### src/pkg/sap_pkg.sv
/*
 * Constants for the station aging and purge register bank: register
 * offsets, field positions, reset values and sequencer commands.
 * Assumes a 16-bit host bus with a 6-bit word offset.
 */
package sap_pkg;
    localparam logic [5:0] OFS_STATUS    = 6'h00;
    localparam logic [5:0] OFS_STATIC    = 6'h01;
    localparam logic [5:0] OFS_DYNAMIC   = 6'h02;
    localparam logic [5:0] OFS_TARGETS   = 6'h03;
    localparam logic [5:0] OFS_DATA0     = 6'h05;
    localparam logic [5:0] OFS_DATA1     = 6'h06;
    localparam logic [5:0] OFS_DATA2     = 6'h07;
    localparam logic [5:0] OFS_DATA3     = 6'h08;
    localparam logic [5:0] OFS_PURGE     = 6'h09;
    localparam logic [5:0] OFS_CURRENT   = 6'h0a;
    localparam logic [5:0] OFS_MAXCYC    = 6'h0c;
    localparam logic [5:0] OFS_CSW_HIGH  = 6'h0d;
    localparam logic [5:0] OFS_CSW_LOW   = 6'h0e;
    localparam logic [5:0] OFS_UPD_OP    = 6'h10;
    localparam logic [5:0] OFS_LRN_OP    = 6'h11;
    localparam logic [5:0] OFS_CAM_CTL   = 6'h12;
    localparam logic [5:0] OFS_DELETE    = 6'h20;
    localparam logic [5:0] OFS_ADD       = 6'h21;
    localparam logic [5:0] OFS_READ      = 6'h24;
    localparam logic [5:0] OFS_BUMP_CUR  = 6'h26;
    localparam logic [5:0] OFS_BUMP_PRG  = 6'h27;
    localparam logic [5:0] OFS_BUMP_BOTH = 6'h28;
    localparam logic [5:0] OFS_SET_ADDR  = 6'h29;

    localparam int         PERM_BIT      = 15;
    localparam int         STAMP_MSB     = 7;
    localparam int         TICK_EN_LSB   = 2;
    localparam int         FULL_EN_LSB   = 0;
    localparam int         FULL_BIT      = 0;
    localparam int         MATCH_BIT     = 1;
    localparam logic [1:0] TICK_EN_ON    = 2'h3;
    localparam logic [1:0] FULL_EN_ON    = 2'h2;

    localparam logic [7:0]  RST_PURGE    = 8'h01;
    localparam logic [7:0]  RST_CURRENT  = 8'h00;
    localparam logic [15:0] RST_STATIC   = 16'h0000;
    localparam logic [15:0] RST_DYNAMIC  = 16'h0000;
    localparam logic [15:0] RST_TARGETS  = 16'h0000;
    localparam logic [15:0] RST_MAXCYC   = 16'h0020;
    localparam logic [15:0] RST_UPD_OP   = 16'h0368;
    localparam logic [15:0] RST_LRN_OP   = 16'h0334;
    localparam logic [15:0] RST_CAM_CTL  = 16'h000f;

    localparam logic [3:0]  SFD_NIBBLE   = 4'hd;
    localparam logic [31:0] CRC_POLY_REV = 32'hedb88320;
    localparam logic [31:0] CRC_RESIDUE  = 32'hdebb20e3;

    typedef enum logic [1:0] {
        SAP_CMD_DELETE,
        SAP_CMD_ADD,
        SAP_CMD_READ,
        SAP_CMD_SET_ADDR
    } sap_cmd_t;
endpackage

### src/sap_frame_check.sv
/*
 * Receive frame checker: decides per frame whether source address
 * processing may go ahead. Assumes nibble inputs synchronous to i_clk.
 */
`timescale 1ns/100ps
module sap_frame_check (
    input  wire logic       i_clk,
    input  wire logic       i_resetn,
    input  wire logic       i_rx_dv,
    input  wire logic [3:0] i_rxd,
    input  wire logic       i_rx_er,
    input  wire logic       i_crs,
    input  wire logic       i_col,
    input  wire logic       i_crc_en,
    input  wire logic       i_is_10m,
    output logic            o_frame_ok,
    output logic            o_frame_bad
);
    typedef struct packed {
        logic        dv_d;
        logic        in_data;
        logic        err;
        logic [31:0] crc;
        logic        ok;
        logic        bad;
    } sap_fc_t;

    sap_fc_t st, next_st;
    logic    crc_good;

    assign crc_good = (st.crc == sap_pkg::CRC_RESIDUE);

    // CRC runs from the nibble after the start delimiter through the FCS.
    always_comb begin
        logic [31:0] c;
        c = st.crc;
        next_st = st;
        next_st.dv_d = i_rx_dv;
        next_st.ok = 1'b0;
        next_st.bad = 1'b0;
        if (i_rx_dv && !st.dv_d) begin
            next_st.in_data = 1'b0;
            next_st.err = 1'b0;
            next_st.crc = '1;
        end
        if (i_rx_dv) begin
            if (i_rx_er || i_col || !i_crs) begin
                next_st.err = 1'b1;
            end
            if (!next_st.in_data && i_rxd == sap_pkg::SFD_NIBBLE) begin
                next_st.in_data = 1'b1;
            end else if (next_st.in_data) begin
                for (int b = 0; b < 4; b++) begin
                    c = (c[0] ^ i_rxd[b]) ?
                        ((c >> 1) ^ sap_pkg::CRC_POLY_REV) : (c >> 1);
                end
                next_st.crc = c;
            end
        end
        // A 100 Mb frame relies on the MII flags only; the CRC is checked at 10 Mb only.
        if (!i_rx_dv && st.dv_d) begin
            if (st.err || (i_crc_en && i_is_10m && !crc_good)) begin
                next_st.bad = 1'b1;
            end else begin
                next_st.ok = 1'b1;
            end
        end
    end

    // State register.
    always_ff @(posedge i_clk) begin
        if (!i_resetn) begin
            st <= '{dv_d: 1'b0, in_data: 1'b0, err: 1'b0, crc: '1,
                    ok: 1'b0, bad: 1'b0};
        end else begin
            st <= next_st;
        end
    end

    assign o_frame_ok  = st.ok;
    assign o_frame_bad = st.bad;

    a_err_blocks: assert property (
        @(posedge i_clk) disable iff (!i_resetn)
        (st.err && st.dv_d && !i_rx_dv) |=> !o_frame_ok)
        else $error("Errored frame was passed on.");
endmodule

### src/sap_regs.sv
/*
 * Register bank, stamp counters and purge launch for the address filter.
 * Assumes a chip-selected 16-bit host bus synchronous to i_clk, and a CAM
 * sequencer that reports busy and scans entries during a purge.
 */
`timescale 1ns/100ps
module sap_regs (
    input  wire logic        i_clk,
    input  wire logic        i_resetn,
    input  wire logic        i_system_chip_select_n,
    input  wire logic        i_wr_n,
    input  wire logic        i_rd_n,
    input  wire logic [5:0]  i_addr,
    input  wire logic [15:0] i_wdata,
    output logic      [15:0] o_rdata,
    input  wire logic        i_age_tick_pin,
    input  wire logic        i_cam_full_flag_n,
    input  wire logic        i_cam_match_flag_n,
    output logic             o_full_irq_n,
    input  wire logic        i_seq_busy,
    output logic             o_seq_go,
    output logic [1:0]       o_seq_cmd,
    output logic [63:0]      o_entry_words,
    input  wire logic        i_entry_load,
    input  wire logic [63:0] i_entry_data,
    input  wire logic [31:0] i_cam_status,
    output logic             o_purge_go,
    output logic [7:0]       o_purge_stamp,
    input  wire logic        i_scan_valid,
    input  wire logic [15:0] i_scan_word,
    output logic             o_scan_remove,
    output logic [7:0]       o_current_stamp,
    output logic             o_sa_enable,
    output logic [15:0]      o_static_cfg,
    output logic             o_cam_reset_n,
    output logic [15:0]      o_max_cycles,
    output logic [15:0]      o_update_opcode,
    output logic [15:0]      o_learn_opcode,
    output logic [15:0]      o_cam_ctl,
    input  wire logic        i_rx_dv,
    input  wire logic [3:0]  i_rxd,
    input  wire logic        i_rx_er,
    input  wire logic        i_crs,
    input  wire logic        i_col,
    input  wire logic        i_crc_check_en,
    input  wire logic        i_is_10m
);
    ////////////////////////////////////////////////////////////////////
    typedef struct packed {
        logic        wr_d;
        logic [15:0] rdata;
        logic [15:0] static_cfg;
        logic [15:0] dynamic_cfg;
        logic [15:0] targets;
        logic [63:0] words;
        logic [7:0]  purge;
        logic [7:0]  current;
        logic [15:0] max_cycles;
        logic [31:0] csw;
        logic [15:0] upd_op;
        logic [15:0] lrn_op;
        logic [15:0] cam_ctl;
        logic [2:0]  tick_sync;
        logic        purge_pend;
        logic        purge_go;
        logic [7:0]  purge_stamp;
        logic        seq_go;
        logic [1:0]  seq_cmd;
        logic        irq_n;
        logic        remove;
        logic        sa_en;
    } sap_regs_t;

    sap_regs_t st, next_st;
    logic      wr_now;
    logic      rd_now;
    logic      tick_edge;
    logic      bump_cur;
    logic      bump_prg;
    logic      frame_ok;

    ////////////////////////////////////////////////////////////////////
    // Frame checks gate source learning.
    sap_frame_check u_check (
        .i_clk       (i_clk),
        .i_resetn    (i_resetn),
        .i_rx_dv     (i_rx_dv),
        .i_rxd       (i_rxd),
        .i_rx_er     (i_rx_er),
        .i_crs       (i_crs),
        .i_col       (i_col),
        .i_crc_en    (i_crc_check_en),
        .i_is_10m    (i_is_10m),
        .o_frame_ok  (frame_ok),
        .o_frame_bad ()
    );

    // A write is taken once, on the first cycle the strobe is low.
    assign wr_now = !i_system_chip_select_n && !i_wr_n && !st.wr_d;
    assign rd_now = !i_system_chip_select_n && !i_rd_n;

    // Only the second and third sync stages feed the edge detector.
    assign tick_edge = st.tick_sync[1] && !st.tick_sync[2] &&
        (st.targets[sap_pkg::TICK_EN_LSB +: 2] == sap_pkg::TICK_EN_ON);

    // Increment sources; written data plays no part.
    assign bump_cur = tick_edge || (wr_now && (i_addr == sap_pkg::OFS_BUMP_CUR
        || i_addr == sap_pkg::OFS_BUMP_BOTH));
    assign bump_prg = tick_edge || (wr_now && (i_addr == sap_pkg::OFS_BUMP_PRG
        || i_addr == sap_pkg::OFS_BUMP_BOTH));

    ////////////////////////////////////////////////////////////////////
    // Next-state logic for the whole bank.
    always_comb begin
        logic [7:0] new_purge;
        new_purge = st.purge + 8'h01;
        next_st = st;
        next_st.wr_d = !i_system_chip_select_n && !i_wr_n;
        next_st.tick_sync = {st.tick_sync[1:0], i_age_tick_pin};
        next_st.seq_go = 1'b0;
        next_st.purge_go = 1'b0;

        // Host writes to configuration and data words.
        if (wr_now) begin
            unique case (i_addr)
                sap_pkg::OFS_STATIC:   next_st.static_cfg = i_wdata;
                sap_pkg::OFS_DYNAMIC:  next_st.dynamic_cfg = i_wdata;
                sap_pkg::OFS_TARGETS:  next_st.targets = i_wdata;
                sap_pkg::OFS_DATA0:    next_st.words[15:0] = i_wdata;
                sap_pkg::OFS_DATA1:    next_st.words[31:16] = i_wdata;
                sap_pkg::OFS_DATA2:    next_st.words[47:32] = i_wdata;
                sap_pkg::OFS_DATA3:    next_st.words[63:48] = i_wdata;
                sap_pkg::OFS_MAXCYC:   next_st.max_cycles = i_wdata;
                sap_pkg::OFS_UPD_OP:   next_st.upd_op = i_wdata;
                sap_pkg::OFS_LRN_OP:   next_st.lrn_op = i_wdata;
                sap_pkg::OFS_CAM_CTL:  next_st.cam_ctl = i_wdata;
                sap_pkg::OFS_DELETE: begin
                    next_st.seq_go = 1'b1;
                    next_st.seq_cmd = sap_pkg::SAP_CMD_DELETE;
                end
                sap_pkg::OFS_ADD: begin
                    next_st.seq_go = 1'b1;
                    next_st.seq_cmd = sap_pkg::SAP_CMD_ADD;
                    next_st.words[sap_pkg::PERM_BIT] = 1'b1;
                end
                sap_pkg::OFS_READ: begin
                    next_st.seq_go = 1'b1;
                    next_st.seq_cmd = sap_pkg::SAP_CMD_READ;
                end
                sap_pkg::OFS_SET_ADDR: begin
                    next_st.seq_go = 1'b1;
                    next_st.seq_cmd = sap_pkg::SAP_CMD_SET_ADDR;
                end
                default: ;
            endcase
        end

        // A finished read entry sequence loads data and status words.
        if (i_entry_load) begin
            next_st.words = i_entry_data;
            next_st.csw = i_cam_status;
        end

        // Stamp counters wrap round so stamps are reused in turn.
        if (bump_cur) begin
            next_st.current = st.current + 8'h01;
        end
        if (bump_prg) begin
            next_st.purge = new_purge;
            next_st.purge_stamp = new_purge;
            next_st.purge_pend = 1'b1;
        end

        // A purge waits out a busy sequencer; a second bump only moves
        // the stamp on, so entries at the older stamp are left in place,
        // since the newer purge removes only entries at its own stamp.
        if (st.purge_pend && !i_seq_busy && !bump_prg) begin
            next_st.purge_go = 1'b1;
            next_st.purge_pend = 1'b0;
        end

        // Learned entries only compare; permanent ones always survive.
        next_st.remove = i_scan_valid && !i_scan_word[sap_pkg::PERM_BIT] &&
            (i_scan_word[sap_pkg::STAMP_MSB:0] == st.purge_stamp);

        next_st.irq_n = !(!i_cam_full_flag_n &&
            st.targets[sap_pkg::FULL_EN_LSB +: 2] == sap_pkg::FULL_EN_ON);

        next_st.sa_en = frame_ok;

        // Read data is registered; unmapped offsets read zero.
        if (rd_now) begin
            unique case (i_addr)
                sap_pkg::OFS_STATUS: begin
                    next_st.rdata = 16'h0000;
                    next_st.rdata[sap_pkg::FULL_BIT] = i_cam_full_flag_n;
                    next_st.rdata[sap_pkg::MATCH_BIT] = i_cam_match_flag_n;
                end
                sap_pkg::OFS_DATA0:    next_st.rdata = st.words[15:0];
                sap_pkg::OFS_DATA1:    next_st.rdata = st.words[31:16];
                sap_pkg::OFS_DATA2:    next_st.rdata = st.words[47:32];
                sap_pkg::OFS_DATA3:    next_st.rdata = st.words[63:48];
                sap_pkg::OFS_PURGE:    next_st.rdata = {8'h00, st.purge};
                sap_pkg::OFS_CURRENT:  next_st.rdata = {8'h00, st.current};
                sap_pkg::OFS_CSW_HIGH: next_st.rdata = st.csw[31:16];
                sap_pkg::OFS_CSW_LOW:  next_st.rdata = st.csw[15:0];
                default:               next_st.rdata = 16'h0000;
            endcase
        end
    end

    ////////////////////////////////////////////////////////////////////
    // State register with documented reset values.
    always_ff @(posedge i_clk) begin
        if (!i_resetn) begin
            st <= '0;
            st.static_cfg <= sap_pkg::RST_STATIC;
            st.dynamic_cfg <= sap_pkg::RST_DYNAMIC;
            st.targets <= sap_pkg::RST_TARGETS;
            st.purge <= sap_pkg::RST_PURGE;
            st.current <= sap_pkg::RST_CURRENT;
            st.purge_stamp <= sap_pkg::RST_PURGE;
            st.max_cycles <= sap_pkg::RST_MAXCYC;
            st.upd_op <= sap_pkg::RST_UPD_OP;
            st.lrn_op <= sap_pkg::RST_LRN_OP;
            st.cam_ctl <= sap_pkg::RST_CAM_CTL;
            st.irq_n <= 1'b1;
        end else begin
            st <= next_st;
        end
    end

    ////////////////////////////////////////////////////////////////////
    // Outputs, each straight from the state register.
    assign o_rdata         = st.rdata;
    assign o_full_irq_n    = st.irq_n;
    assign o_seq_go        = st.seq_go;
    assign o_seq_cmd       = st.seq_cmd;
    assign o_entry_words   = st.words;
    assign o_purge_go      = st.purge_go;
    assign o_purge_stamp   = st.purge_stamp;
    assign o_scan_remove   = st.remove;
    assign o_current_stamp = st.current;
    assign o_sa_enable     = st.sa_en;
    assign o_static_cfg    = st.static_cfg;
    assign o_cam_reset_n   = st.dynamic_cfg[0];
    assign o_max_cycles    = st.max_cycles;
    assign o_update_opcode = st.upd_op;
    assign o_learn_opcode  = st.lrn_op;
    assign o_cam_ctl       = st.cam_ctl;

    ////////////////////////////////////////////////////////////////////
    // Checks on the stamp, purge and flag behaviour.
    // Reset is checked without a disable so the values during reset count.
    a_reset_values: assert property (
        @(posedge i_clk)
        !i_resetn |=> (st.purge == 8'h01 && st.current == 8'h00))
        else $error("Stamp counters wrong after reset.");

    // The current-only command must leave the purge counter untouched.
    a_cur_only: assert property (
        @(posedge i_clk) disable iff (!i_resetn)
        (bump_cur && !bump_prg) |=> (st.current == $past(st.current) + 8'h01
        && st.purge == $past(st.purge)))
        else $error("Current-only bump misbehaved.");

    a_both_move: assert property (
        @(posedge i_clk) disable iff (!i_resetn)
        tick_edge |=> (st.current == $past(st.current) + 8'h01
        && st.purge == $past(st.purge) + 8'h01))
        else $error("Tick did not move both counters.");

    // An idle sequencer must see the purge two cycles after the bump.
    a_purge_start: assert property (
        @(posedge i_clk) disable iff (!i_resetn)
        (bump_prg && !i_seq_busy) ##1 (!i_seq_busy && !bump_prg)
        |=> (o_purge_go && o_purge_stamp == st.purge))
        else $error("Purge not launched at new stamp.");

    a_wrap_round: assert property (
        @(posedge i_clk) disable iff (!i_resetn)
        (bump_cur && st.current == 8'hff) |=> st.current == 8'h00)
        else $error("Current stamp did not wrap.");

    // The scan verdict is checked both ways: kept if permanent, else
    // removed when its stamp is the purge stamp.
    a_keep_perm: assert property (
        @(posedge i_clk) disable iff (!i_resetn)
        (i_scan_valid && i_scan_word[15]) |=> !o_scan_remove)
        else $error("Permanent entry marked for purge.");

    a_remove_hit: assert property (
        @(posedge i_clk) disable iff (!i_resetn)
        (i_scan_valid && !i_scan_word[15] &&
        i_scan_word[7:0] == o_purge_stamp) |=> o_scan_remove)
        else $error("Aged entry not marked for purge.");

    a_add_perm: assert property (
        @(posedge i_clk) disable iff (!i_resetn)
        (wr_now && i_addr == sap_pkg::OFS_ADD && !i_entry_load)
        |=> (o_entry_words[15] && o_seq_go))
        else $error("Add did not mark entry permanent.");

    a_seq_read: assert property (
        @(posedge i_clk) disable iff (!i_resetn)
        (wr_now && i_addr == sap_pkg::OFS_READ)
        |=> (o_seq_go && o_seq_cmd == 2'h2))
        else $error("Read entry sequence not requested.");

    // Counters hold still when neither the host nor an enabled pin acts.
    a_tick_gate: assert property (
        @(posedge i_clk) disable iff (!i_resetn)
        (st.targets[3:2] != 2'h3 && !wr_now) |=>
        (st.current == $past(st.current) && st.purge == $past(st.purge)))
        else $error("Tick pin acted while disabled.");

    a_full_irq: assert property (
        @(posedge i_clk) disable iff (!i_resetn)
        (!i_cam_full_flag_n && st.targets[1:0] == 2'h2)[*2]
        |-> !o_full_irq_n)
        else $error("Full interrupt missing.");

    a_irq_gate: assert property (
        @(posedge i_clk) disable iff (!i_resetn)
        $past(st.targets[1:0]) != 2'h2 |-> o_full_irq_n)
        else $error("Full interrupt while disabled.");

    // A busy sequencer must never cost a pending purge.
    a_pend_held: assert property (
        @(posedge i_clk) disable iff (!i_resetn)
        (st.purge_pend && i_seq_busy) |=> st.purge_pend)
        else $error("Pending purge dropped.");

    // Main scenarios: a purge that waited, a pin tick, a counter wrap, a
    // removal and a raised full interrupt.
    c_purge_wait: cover property (@(posedge i_clk) disable iff (!i_resetn)
        (st.purge_pend && i_seq_busy) ##[1:20] o_purge_go);
    c_tick_bump:  cover property (@(posedge i_clk) disable iff (!i_resetn)
        tick_edge);
    c_wrap:       cover property (@(posedge i_clk) disable iff (!i_resetn)
        bump_prg && st.purge == 8'hff);
    c_remove:     cover property (@(posedge i_clk) disable iff (!i_resetn)
        o_scan_remove);
    c_full_irq:   cover property (@(posedge i_clk) disable iff (!i_resetn)
        !o_full_irq_n);
endmodule

### config.mk
export PLATFORM = sky130hd
export DESIGN_NAME = sap_regs
export DESIGN_NICKNAME = d
export VERILOG_FILES = /design/src/pkg/sap_pkg.sv /design/src/sap_frame_check.sv /design/src/sap_regs.sv
export SDC_FILE = /design/constraint.sdc
export NUM_CORES = 1
export LEC_CHECK = 0
export ABC_AREA = 1
export BUFFER_PORTS_ARGS = -buffer_cell sky130_fd_sc_hd__buf_2
export CAP_MARGIN = 15
export CORE_MARGIN = 2
export CORE_UTILIZATION = 41
export DETAILED_ROUTE_END_ITERATION = 10
export SLEW_MARGIN = 10
export SYNTH_ARGS = -nofsm -noshare
export SYNTH_HDL_FRONTEND = slang
export SYNTH_SLANG_ARGS = --single-unit
### constraint.sdc
create_clock -name i_clk -period 2.2 [get_ports i_clk]
set_input_delay 0.44 -clock i_clk [delete_from_list [all_inputs] [get_ports i_clk]]
set_output_delay 0.44 -clock i_clk [all_outputs]
set_load 0.05 [all_outputs]
==> results_dict.tcl, run 1 <==
set metrics [dict create \
    vias 11800 \
    synthesis.area_um2 12700 \
    cellLeakagePower_nw 6.99 \
    hpwl_um 30500 \
    p_total_mw 11.3 \
    synth_top_family_by_area "simple AND/OR/NAND/NOR gates" \
    syn-instance-count 1752 \
    async_flop_share 0 \
    path_cells "buf_2" \
    synth_nets 1909 \
    ir_worst_vdd_v 0.000595 \
    yosysWarningCount 0 \
    grt.met2_usage 0.371 \
    cp_slowest_cell "dfxtp_1" \
    grt_pass1_vias 11000 \
    worst_pin_slew_ns 0.748 \
    final_hold_viol_count 0 \
    synth.yosys.seq_area_share 0.410 \
    multiInputGateArea_um2 5370 \
    cp_top_family "flip-flops" \
    fin_nets 2055 \
    cts_tree "yes" \
    drcViolationCount 0 \
    viasPerCell 5.09 \
    synth_compound_area_frac 0.169 \
    ctsHoldBuffers 0 \
    ys_ff_latch 261 \
    num_io_pins 339 \
    setup_viol 0 \
    drtIter0Drc 1002 \
    cp.arrival_ns 1.44 \
    synth_xor_area_frac 0.0212 \
    synth_mux_area_frac 0 \
    synth-simple-area-share 0.230 \
    ys.flop_type "dfxtp_1" \
    crit_path_end_kind "output port" \
    cts.sinks 261 \
    grt_pass1_wl_um 64000 \
    dpl-instance-area_um2 13600 \
    grt.total_usage 0.247 \
    power.share.switching 0.263 \
    insertion_delay_ns 0.55 \
    crit_type "flop to output port" \
    dr.pass1.iters 5 \
    die_h_um 180 \
    regArea_um2 5230 \
    min_period_ns 1.88 \
    synth-edff-count 0 \
    cp-start-kind "flop" \
    cpPeakStageDelay_ns 0.55 \
    slew_headroom 0.501 \
    cts_buffer_depth 3 \
    grt_use_met1 0.344 \
    ant_nets 0 \
    setup_tns_ns 0 \
    numPortBuffers 331 \
    root_buffer "clkbuf_16" \
    finalMaxSlewViolations 0 \
    numCtsBuffers 30 \
    die_w_um 180 \
    hp-class "input pin to flop" \
    fin_ws_ns 0.323 \
    worst_hold_slack_ns 0.0714 \
    wl_per_cell_um 17.9 \
    worst_ep_required_time_ns 1.76 \
    grt_setup_unrepaired "false" \
    grt_max_degree 70 \
    synthAdderAreaFrac 0.00197 \
    num_rows 64 \
    p_clk_frac 0.455 \
    cts.reportedPaths.clkPinSlew_ns 0.06 \
    finalWirelength_um 41600 \
    crit_buf_inv 1 \
    outcome "completed" \
    die-area_um2 32500 \
    fin_area_um2 14600 \
    power.density_nw_per_um2 774 \
    post-place-ws_ns 0.240 \
    overflow 0 \
    area.growth.synth_to_final_pct 14.9 \
    ff2ff_setup_slack_ns 0.56 \
    syn_avg_cell_area_um2 7.27 \
    p_int_mw 8.35 \
    max_freq_mhz 533 \
    core_um2 30600 \
    use_met3 0.0562 \
    max-cap-violations 0 \
    nFillCells 3129 \
    skew_ns 0.0142 \
    yosysUniqueCellTypes 45 \
    cts_resized 0 \
    drive_above_1_share 0.245 \
    place_congestion 0.957 \
    power_frac_comb 0.107 \
    initial_core_util 0.416 \
    period_share 0.853 \
    busiest_layer "met2" \
    switchingPower_mw 2.98 \
    htree_levels 1 \
    postCtsSetupRepairBufs 0 \
    path_max_fanout 8 \
    antenna_found_initial 12 \
    pwr-share-seq 0.438 \
]
## registers in the layout, summed over array words and instances, names as in the netlist, 2 cells and up
signal / count
next_st: 2
o_rdata: 16
o_learn_opcode: 16
o_purge_stamp: 8
u_check.st: 35
st: 39
o_current_stamp: 8
o_seq_cmd: 2
o_max_cycles: 16
o_static_cfg: 16
o_update_opcode: 16
o_cam_ctl: 16
o_entry_words: 64
## power by group through the flow
| stage | sequential (mW) | combinational (mW) | clock [mW] |
|---|---|---|---|
| 4_1_cts | 4.95 | 1.22 | 5.26 |
| 3_5_place_dp | 5.06 | 1.21 | 0 |
| 6_report | 4.96 | 1.22 | 5.16 |
| 2_1_floorplan | 5.02 | 0.864 | 0 |
| 5_1_grt | 4.97 | 1.31 | 5.46 |
| 3_3_place_gp | 5.06 | 1.20 | 0 |
## placed cells by master, fill, tap and decap left out, drive strengths merged, types with 14 or more instances in the layout
cell type and instances:
buf 374, a211oi 16, inv 105, a22oi 24
nand2 438, a21oi 150, nor2 204, o21ai 127
a31oi 26, o211ai 18, xor2 16, o22ai 16
nand3 34, clkbuf 41, nand4 14, dfxtp 261
xnor2 14
## Yosys cell counts, types with 2 or more instances
master | number | area share
nor4_1 | 3 | 0.0015
a31oi_1 | 26 | 0.013
nor2_1 | 186 | 0.055
clkbuf_1 | 47 | 0.014
o211ai_1 | 18 | 0.011
clkbuf_2 | 2 | 0.00079
nand2_1 | 430 | 0.13
nand4_1 | 14 | 0.0069
xnor2_1 | 13 | 0.0089
a21oi_1 | 149 | 0.059
inv_2 | 10 | 0.0029
buf_4 | 189 | 0.11
a22oi_1 | 24 | 0.014
nor3_4 | 2 | 0.0026
nand3_1 | 34 | 0.013
buf_2 | 18 | 0.0071
o21ai_1 | 9 | 0.0035
a211oi_1 | 16 | 0.0094
xor2_1 | 16 | 0.011
nor3_1 | 6 | 0.0024
o22ai_1 | 16 | 0.0079
buf_6 | 3 | 0.0027
dfxtp_1 | 261 | 0.41
ha_1 | 2 | 0.0020
o21ai_0 | 117 | 0.046
or2_2 | 5 | 0.0025
nand2_2 | 7 | 0.0034
nor2_2 | 6 | 0.0029
inv_1 | 96 | 0.028
nor2_4 | 12 | 0.011
## kinds of logic (layout without fill, tap and decap cells)
logic type                 Yosys count  count (layout)
other                                0              11
DFF                                261             261
xor gates and xnor gates            30              30
AOI/OAI and AO/OA                  384             384
adders and majority gates            2               2
buffers and inverters              367             534
and+or+nand+nor                    708             708
## per-stage QoR
stage | util | cells
2_1_floorplan | - | 1752
3_3_place_gp | 0.444 | 2262
3_5_place_dp | 0.444 | 2262
4_1_cts | 0.478 | 2315
5_1_grt | 0.478 | 2325
6_report | 0.478 | 2326
## layout make-up
class,count,share of cell area
Clock buffer,41,0.0604
Tap cell,396,0.0339
Antenna cell,11,0.00188
Inverter,107,0.0275
Sequential cell,261,0.357
Multi-Input combinational cell,1124,0.367
Timing Repair Buffer,374,0.142
Clock inverter,12,0.00983
## final timing paths
| kind | startpoint | endpoint | cells past startpoint |
|---|---|---|---|
| setup / recovery | o_purge_stamp[0] | o_purge_stamp[0] | 1 |
| hold / removal | i_seq_busy | o_purge_go | 2 |
| setup reg to reg | u_check.st[5] | u_check.st[21] | 12 |
| hold reg to reg | st[196] | o_full_irq_n | 1 |
## layer usage
metal	up-vias	wire, um	part of all wire
li1	5847	-	-
met1	5430	18800	0.45
met2	480	17900	0.43
met3	75	3420	0.082
met4	2	1420	0.034
met5	-	11	0.00026
Note: power is estimated with default switching activity, not from simulation.
==> inputs of run 2 (changes only) <==
--- a/config.mk
+++ b/config.mk
@@ -8,6 +8,7 @@
 export ABC_AREA = 1
 export BUFFER_PORTS_ARGS = -buffer_cell sky130_fd_sc_hd__buf_2
 export CAP_MARGIN = 15
+export CORE_ASPECT_RATIO = 1.4
 export CORE_MARGIN = 2
 export CORE_UTILIZATION = 41
 export DETAILED_ROUTE_END_ITERATION = 10
==> run 2 against run 1 <==
Global-route usage down 1.0 points; first-iteration DRC count shrank 37%; worst setup slack better by 0.022 ns; clock power fell by 4%; sequential cell count unchanged; core utilization fell by 0.61 points; non-clock buffer count is 5 lower; routed wire length is 3.2% lower; critical endpoint unchanged; highest routed layer is now met4.
==> results_dict.tcl, run 2 (synthesis gave the netlist of run 1 again) <==
set metrics [dict create \
    outcome "completed" \
    max_freq_mhz 539 \
    cpPeakStageDelay_ns 0.53 \
    num_io_pins 339 \
    finalWirelength_um 40200 \
    fin_ws_ns 0.344 \
    place_congestion 0.929 \
    postCtsSetupRepairBufs 0 \
    post-place-cells 2251 \
    p_int_mw 8.14 \
    ant_nets 0 \
    power.share.switching 0.266 \
    cp-start-kind "flop" \
    largest_reg_flops 64 \
    insertion_delay_ns 0.56 \
    power_frac_comb 0.107 \
    crit_path_end_kind "output port" \
    period_share 0.844 \
    wl_per_cell_um 17.4 \
    pwr-share-seq 0.446 \
    drtIter0Drc 633 \
    cts.sinks 261 \
    antenna_found_initial 7 \
    skew_ns 0.0142 \
    cts_buffer_depth 3 \
    drive_above_1_share 0.243 \
    hpwl_um 29600 \
    viasPerCell 5.04 \
    worst_hold_slack_ns 0.0571 \
    hp-class "input pin to flop" \
    die_h_um 213 \
    path_max_fanout 8 \
    setup_tns_ns 0 \
    worst_ep_required_time_ns 1.76 \
    fin_nets 2047 \
    final_common_cell "nand2_1" \
    grt_max_degree 95 \
    cp_slowest_cell "dfxtp_1" \
    crit_buf_inv 1 \
    htree_levels 1 \
    instances_no_fill 2308 \
    drcViolationCount 0 \
    cts_tree "yes" \
    slew_headroom 0.449 \
    cellLeakagePower_nw 6.94 \
    grt_pass1_wl_um 61200 \
    die-area_um2 32500 \
    p_total_mw 11.1 \
    max-cap-violations 0 \
    die_w_um 153 \
    min_period_ns 1.86 \
    root_buffer "clkbuf_16" \
    ctsHoldBuffers 0 \
    cts.reportedPaths.clkPinSlew_ns 0.06 \
    num_rows 76 \
    area.growth.synth_to_final_pct 13.9 \
    finalMaxSlewViolations 0 \
    power.density_nw_per_um2 765 \
    overflow 0 \
    cp.arrival_ns 1.42 \
    vias 11600 \
    cp_top_family "flip-flops" \
    post-place-ws_ns 0.199 \
    worst_pin_slew_ns 0.826 \
    grt_setup_unrepaired "false" \
    dr.pass1.iters 5 \
    mostFrequentLayoutCells "nand2_1, buf_2, dfxtp_1, nor2_1, a21oi_1" \
    final_hold_viol_count 0 \
    grt_pass1_vias 11100 \
    initial_core_util 0.414 \
    ir_worst_vdd_v 0.000614 \
    path_cells "buf_2" \
    switchingPower_mw 2.95 \
    crit_type "flop to output port" \
    cts_resized 0 \
    p_clk_frac 0.447 \
    setup_viol 0 \
    numPortBuffers 331 \
    core_um2 30700 \
    grt.total_usage 0.236 \
    numCtsBuffers 27 \
]
[run 2: cell count changes in the layout (fill, tap and decap cells not counted), sizes merged]
| cell | delta |
|---|---|
| clkinv | +4 |
| inv | +1 |
| clkbuf | -10 |
| bufinv | +2 |
| buf | -5 |
| diode | -4 |
[run 2: per-stage QoR]
stage | cell area [um2] | util
finish | 14500 | 0.472
global route | 14500 | 0.472
floorplan | 12700 | -
global placement | 13500 | 0.441
detailed placement | 13500 | 0.441
CTS | 14500 | 0.472
[run 2: final cells by class]
| type | instances | area (um2) |
|---|---|---|
| antenna | 7 | 17.5 |
| clock buffer | 31 | 721 |
| clock inverter | 19 | 233 |
| fill | 3179 | 16200 |
| inverter | 107 | 403 |
| multi-input combinational | 1124 | 5370 |
| sequential | 261 | 5230 |
| tap | 390 | 488 |
| timing repair buffer | 369 | 2050 |
[run 2: power groups by stage]
stage | logic [mW] | clock network (mW) | registers, mW
4_1_cts | 1.19 | 5.05 | 4.95
2_1_floorplan | 0.864 | 0 | 5.02
3_3_place_gp | 1.17 | 0 | 5.05
3_5_place_dp | 1.18 | 0 | 5.06
6_report | 1.18 | 4.96 | 4.95
5_1_grt | 1.28 | 5.24 | 4.96
[run 2: per-layer routing]
layer / share of wire / vias up / GRT usage
li1: - / 5823 / -
met1: 0.41 / 5315 / 0.294
met2: 0.48 / 432 / 0.408
met3: 0.070 / 72 / 0.0424
met4: 0.033 / 0 / 0.0888
met5: 0 / - / 0
[run 2: worst paths after layout]
| path | from | endpoint | slack, ns | depth (start not counted) |
|---|---|---|---|---|
| setup reg to reg | st[259] | o_entry_words[36] | 0.42 | 7 |
| hold reg to reg | next_st[17] | next_st[18] | 0.41 | 2 |
| setup / recovery | o_purge_stamp[0] | o_purge_stamp[0] | 0.34 | 1 |
| hold / removal | i_seq_busy | o_purge_go | 0.06 | 2 |
[run 2: worst reg2reg max path: stages (launching register included)]
cell and delay (ns):
dfxtp_1 0.32, inv_1 0.05, nand2_2 0.16, buf_4 0.20
nor3_4 0.06, nor2_2 0.63, nand2_1 0.11, a21oi_1 0.18
==> inputs of run 3 (changes only) <==
--- a/config.mk
+++ b/config.mk
@@ -5,7 +5,7 @@
 export SDC_FILE = /design/constraint.sdc
 export NUM_CORES = 1
 export LEC_CHECK = 0
-export ABC_AREA = 1
+export ABC_AREA = 0
 export BUFFER_PORTS_ARGS = -buffer_cell sky130_fd_sc_hd__buf_2
 export CAP_MARGIN = 15
 export CORE_ASPECT_RATIO = 1.4
==> constraint.sdc (replaced) <==
create_clock -name i_clk -period 1.9 [get_ports i_clk]
set_input_delay 0.38 -clock i_clk [delete_from_list [all_inputs] [get_ports i_clk]]
set_output_delay 0.38 -clock i_clk [all_outputs]
set_load 0.05 [all_outputs]
==> run 3 against run 2 <==
Synthesized cell count decreased by 16%; design area is 3.3% higher; critical path depth did not move; clock-buffer cell count grew 5; combinational power up 33%; global-route usage increased by 1.4 points; area after synthesis shrank 0.52%; core utilization is 1.7 points higher; sequential share of layout area is 1.2 points lower; worst setup slack lost 0.23 ns; clock power increased by 14%; largest cell class unchanged.
==> results_dict.tcl, run 3 <==
set metrics [dict create \
    core_um2 30600 \
    dr.pass1.iters 6 \
    yosysUniqueCellTypes 64 \
    max_freq_mhz 560 \
    setup_tns_ns 0 \
    cp_top_family "flip-flops" \
    cp-start-kind "flop" \
    numCtsBuffers 27 \
    synth_top_area_frac 0.413 \
    dpl-instance-area_um2 14000 \
    post-place-cells 2015 \
    pwr-share-seq 0.444 \
    place_congestion 0.905 \
    skew_ns 0.0147 \
    finalWirelength_um 42500 \
    ir_worst_vdd_v 0.000556 \
    fin_ws_ns 0.114 \
    hp-class "input pin to flop" \
    syn-instance-count 1472 \
    p_total_mw 13.0 \
    instances_no_fill 2069 \
    post-place-ws_ns -0.242 \
    cts_buffer_depth 3 \
    fin_area_um2 15000 \
    synth-edff-count 0 \
    drcViolationCount 0 \
    vias 10900 \
    power.share.switching 0.265 \
    p_clk_frac 0.435 \
    min_period_ns 1.79 \
    cts_tree "yes" \
    final_hold_viol_count 0 \
    cpPeakStageDelay_ns 0.53 \
    synth.area.top_cells "dfxtp_1, buf_4, mux2i_1" \
    initial_core_util 0.414 \
    switchingPower_mw 3.44 \
    fin_nets 1813 \
    setup_viol 0 \
    worst_pin_slew_ns 1.05 \
    cts.sinks 261 \
    numPortBuffers 331 \
    cts_resized 0 \
    cts.reportedPaths.clkPinSlew_ns 0.06 \
    p_int_mw 9.56 \
    hpwl_um 31700 \
    root_buffer "clkbuf_16" \
    synth.yosys.seq_area_share 0.413 \
    crit_path_end_kind "output port" \
    syn_avg_cell_area_um2 8.60 \
    num_io_pins 339 \
    netlist_top_cells_count "dfxtp_1, nand2_1, buf_4, a21oi_1, mux2i_1" \
    ff2ff_setup_slack_ns 0.23 \
    overflow 0 \
    crit_buf_inv 1 \
    finalMaxSlewViolations 0 \
    ys.flop_type "dfxtp_1" \
    grt_setup_unrepaired "false" \
    synthesis.area_um2 12700 \
    grt.total_usage 0.250 \
    slew_headroom 0.298 \
    die_w_um 153 \
    viasPerCell 5.28 \
    wl_per_cell_um 20.5 \
    htree_levels 1 \
    outcome "completed" \
    grt_max_degree 69 \
    insertion_delay_ns 0.55 \
    crit_type "flop to output port" \
    num_rows 76 \
    async_flop_share 0 \
    path_max_fanout 7 \
    antenna_found_initial 7 \
    path_cells "buf_2" \
    die-area_um2 32300 \
    power.density_nw_per_um2 867 \
    cp.arrival_ns 1.41 \
    synth_nets 1629 \
    ys_ff_latch 261 \
    drive_above_1_share 0.304 \
    yosysMostFrequentCell "dfxtp_1" \
    drtIter0Drc 712 \
    ant_nets 0 \
    cp_slowest_cell "dfxtp_1" \
    yosysWarningCount 0 \
    die_h_um 212 \
    final_common_cell "buf_2" \
    nFillCells 3024 \
    worst_ep_required_time_ns 1.52 \
    max-cap-violations 0 \
    power_frac_comb 0.121 \
    yosysTopAreaCell "dfxtp_1" \
    mostFrequentLayoutCells "buf_2, dfxtp_1, nand2_1, a21oi_1, mux2i_1" \
    area.growth.synth_to_final_pct 18.4 \
    grt_pass1_wl_um 62200 \
    grt_pass1_vias 10100 \
    cellLeakagePower_nw 6.79 \
    largest_reg_flops 64 \
    period_share 0.940 \
]
-- run 3: timing repair --
item | in CTS | in global routing
hold buffers | 1 | 0
hold endpoints to repair | 1 | 0
setup buffers | 0 | 0
-- run 3: metal layers --
metal	part of all wire	GRT usage	up-vias
met2	0.49	0.423	410
met4	0.023	0.0830	2
li1	-	-	5247
met3	0.058	0.0368	66
met5	0.00031	0	-
met1	0.43	0.328	5206
-- run 3: worst paths after layout --
check,to,start,cells after the start
worst min-delay path,st[259],i_wr_n,2
worst max-delay path,o_purge_stamp[0],o_purge_stamp[0],1
worst max register to register,u_check.o_frame_ok,u_check.st[12],4
worst min register to register,o_sa_enable,u_check.o_frame_ok,1
-- run 3: logic make-up (layout without fill, tap and decap cells) --
group	count (synthesis)	in the layout	share of synthesized area
simple gates	419	419	0.155
compound gates	327	327	0.153
mux	112	112	0.0893
flops	261	261	0.413
xor+xnor	58	58	0.0431
fa+ha+maj	2	2	0.00198
other cells	0	6	0
buf+inv	293	494	0.145
-- run 3: worst reg2reg max path, stage by stage, from the launching register on --
cell	delay [ns]
dfxtp_1	0.34
or4b_2	0.66
nor4_1	0.27
nand4_1	0.16
a31oi_1	0.18
-- run 3: metrics by stage --
stage	hold slack (ns)	utilization
finish	0.0341	0.490
global route	0.0156	0.490
CTS	0.0106	0.489
detailed placement	0.421	0.459
global placement	0.415	0.459
floorplan	0.412	-
-- run 3: cell type report --
type                    instances  area (um2)  area share
multi-input cells             918        5630       0.375
flip-flops and latches        261        5230       0.349
repair buffers                441        2690       0.179
clock buffers                  36         739      0.0493
well taps                     390         488      0.0326
clock inverters                10         179      0.0119
inverters                       7        30.0     0.00200
diodes                          6        15.0     0.00100
-- run 3: power by group through the flow --
| stage | registers, mW | clock network (mW) | logic (mW) |
|---|---|---|---|
| final | 5.76 | 5.66 | 1.57 |
| after global routing | 5.77 | 5.95 | 1.67 |
| after CTS | 5.76 | 5.78 | 1.57 |
| after detailed placement | 5.88 | 0 | 1.56 |
| after global placement | 5.88 | 0 | 1.55 |
| after floorplan | 5.81 | 0 | 1.10 |
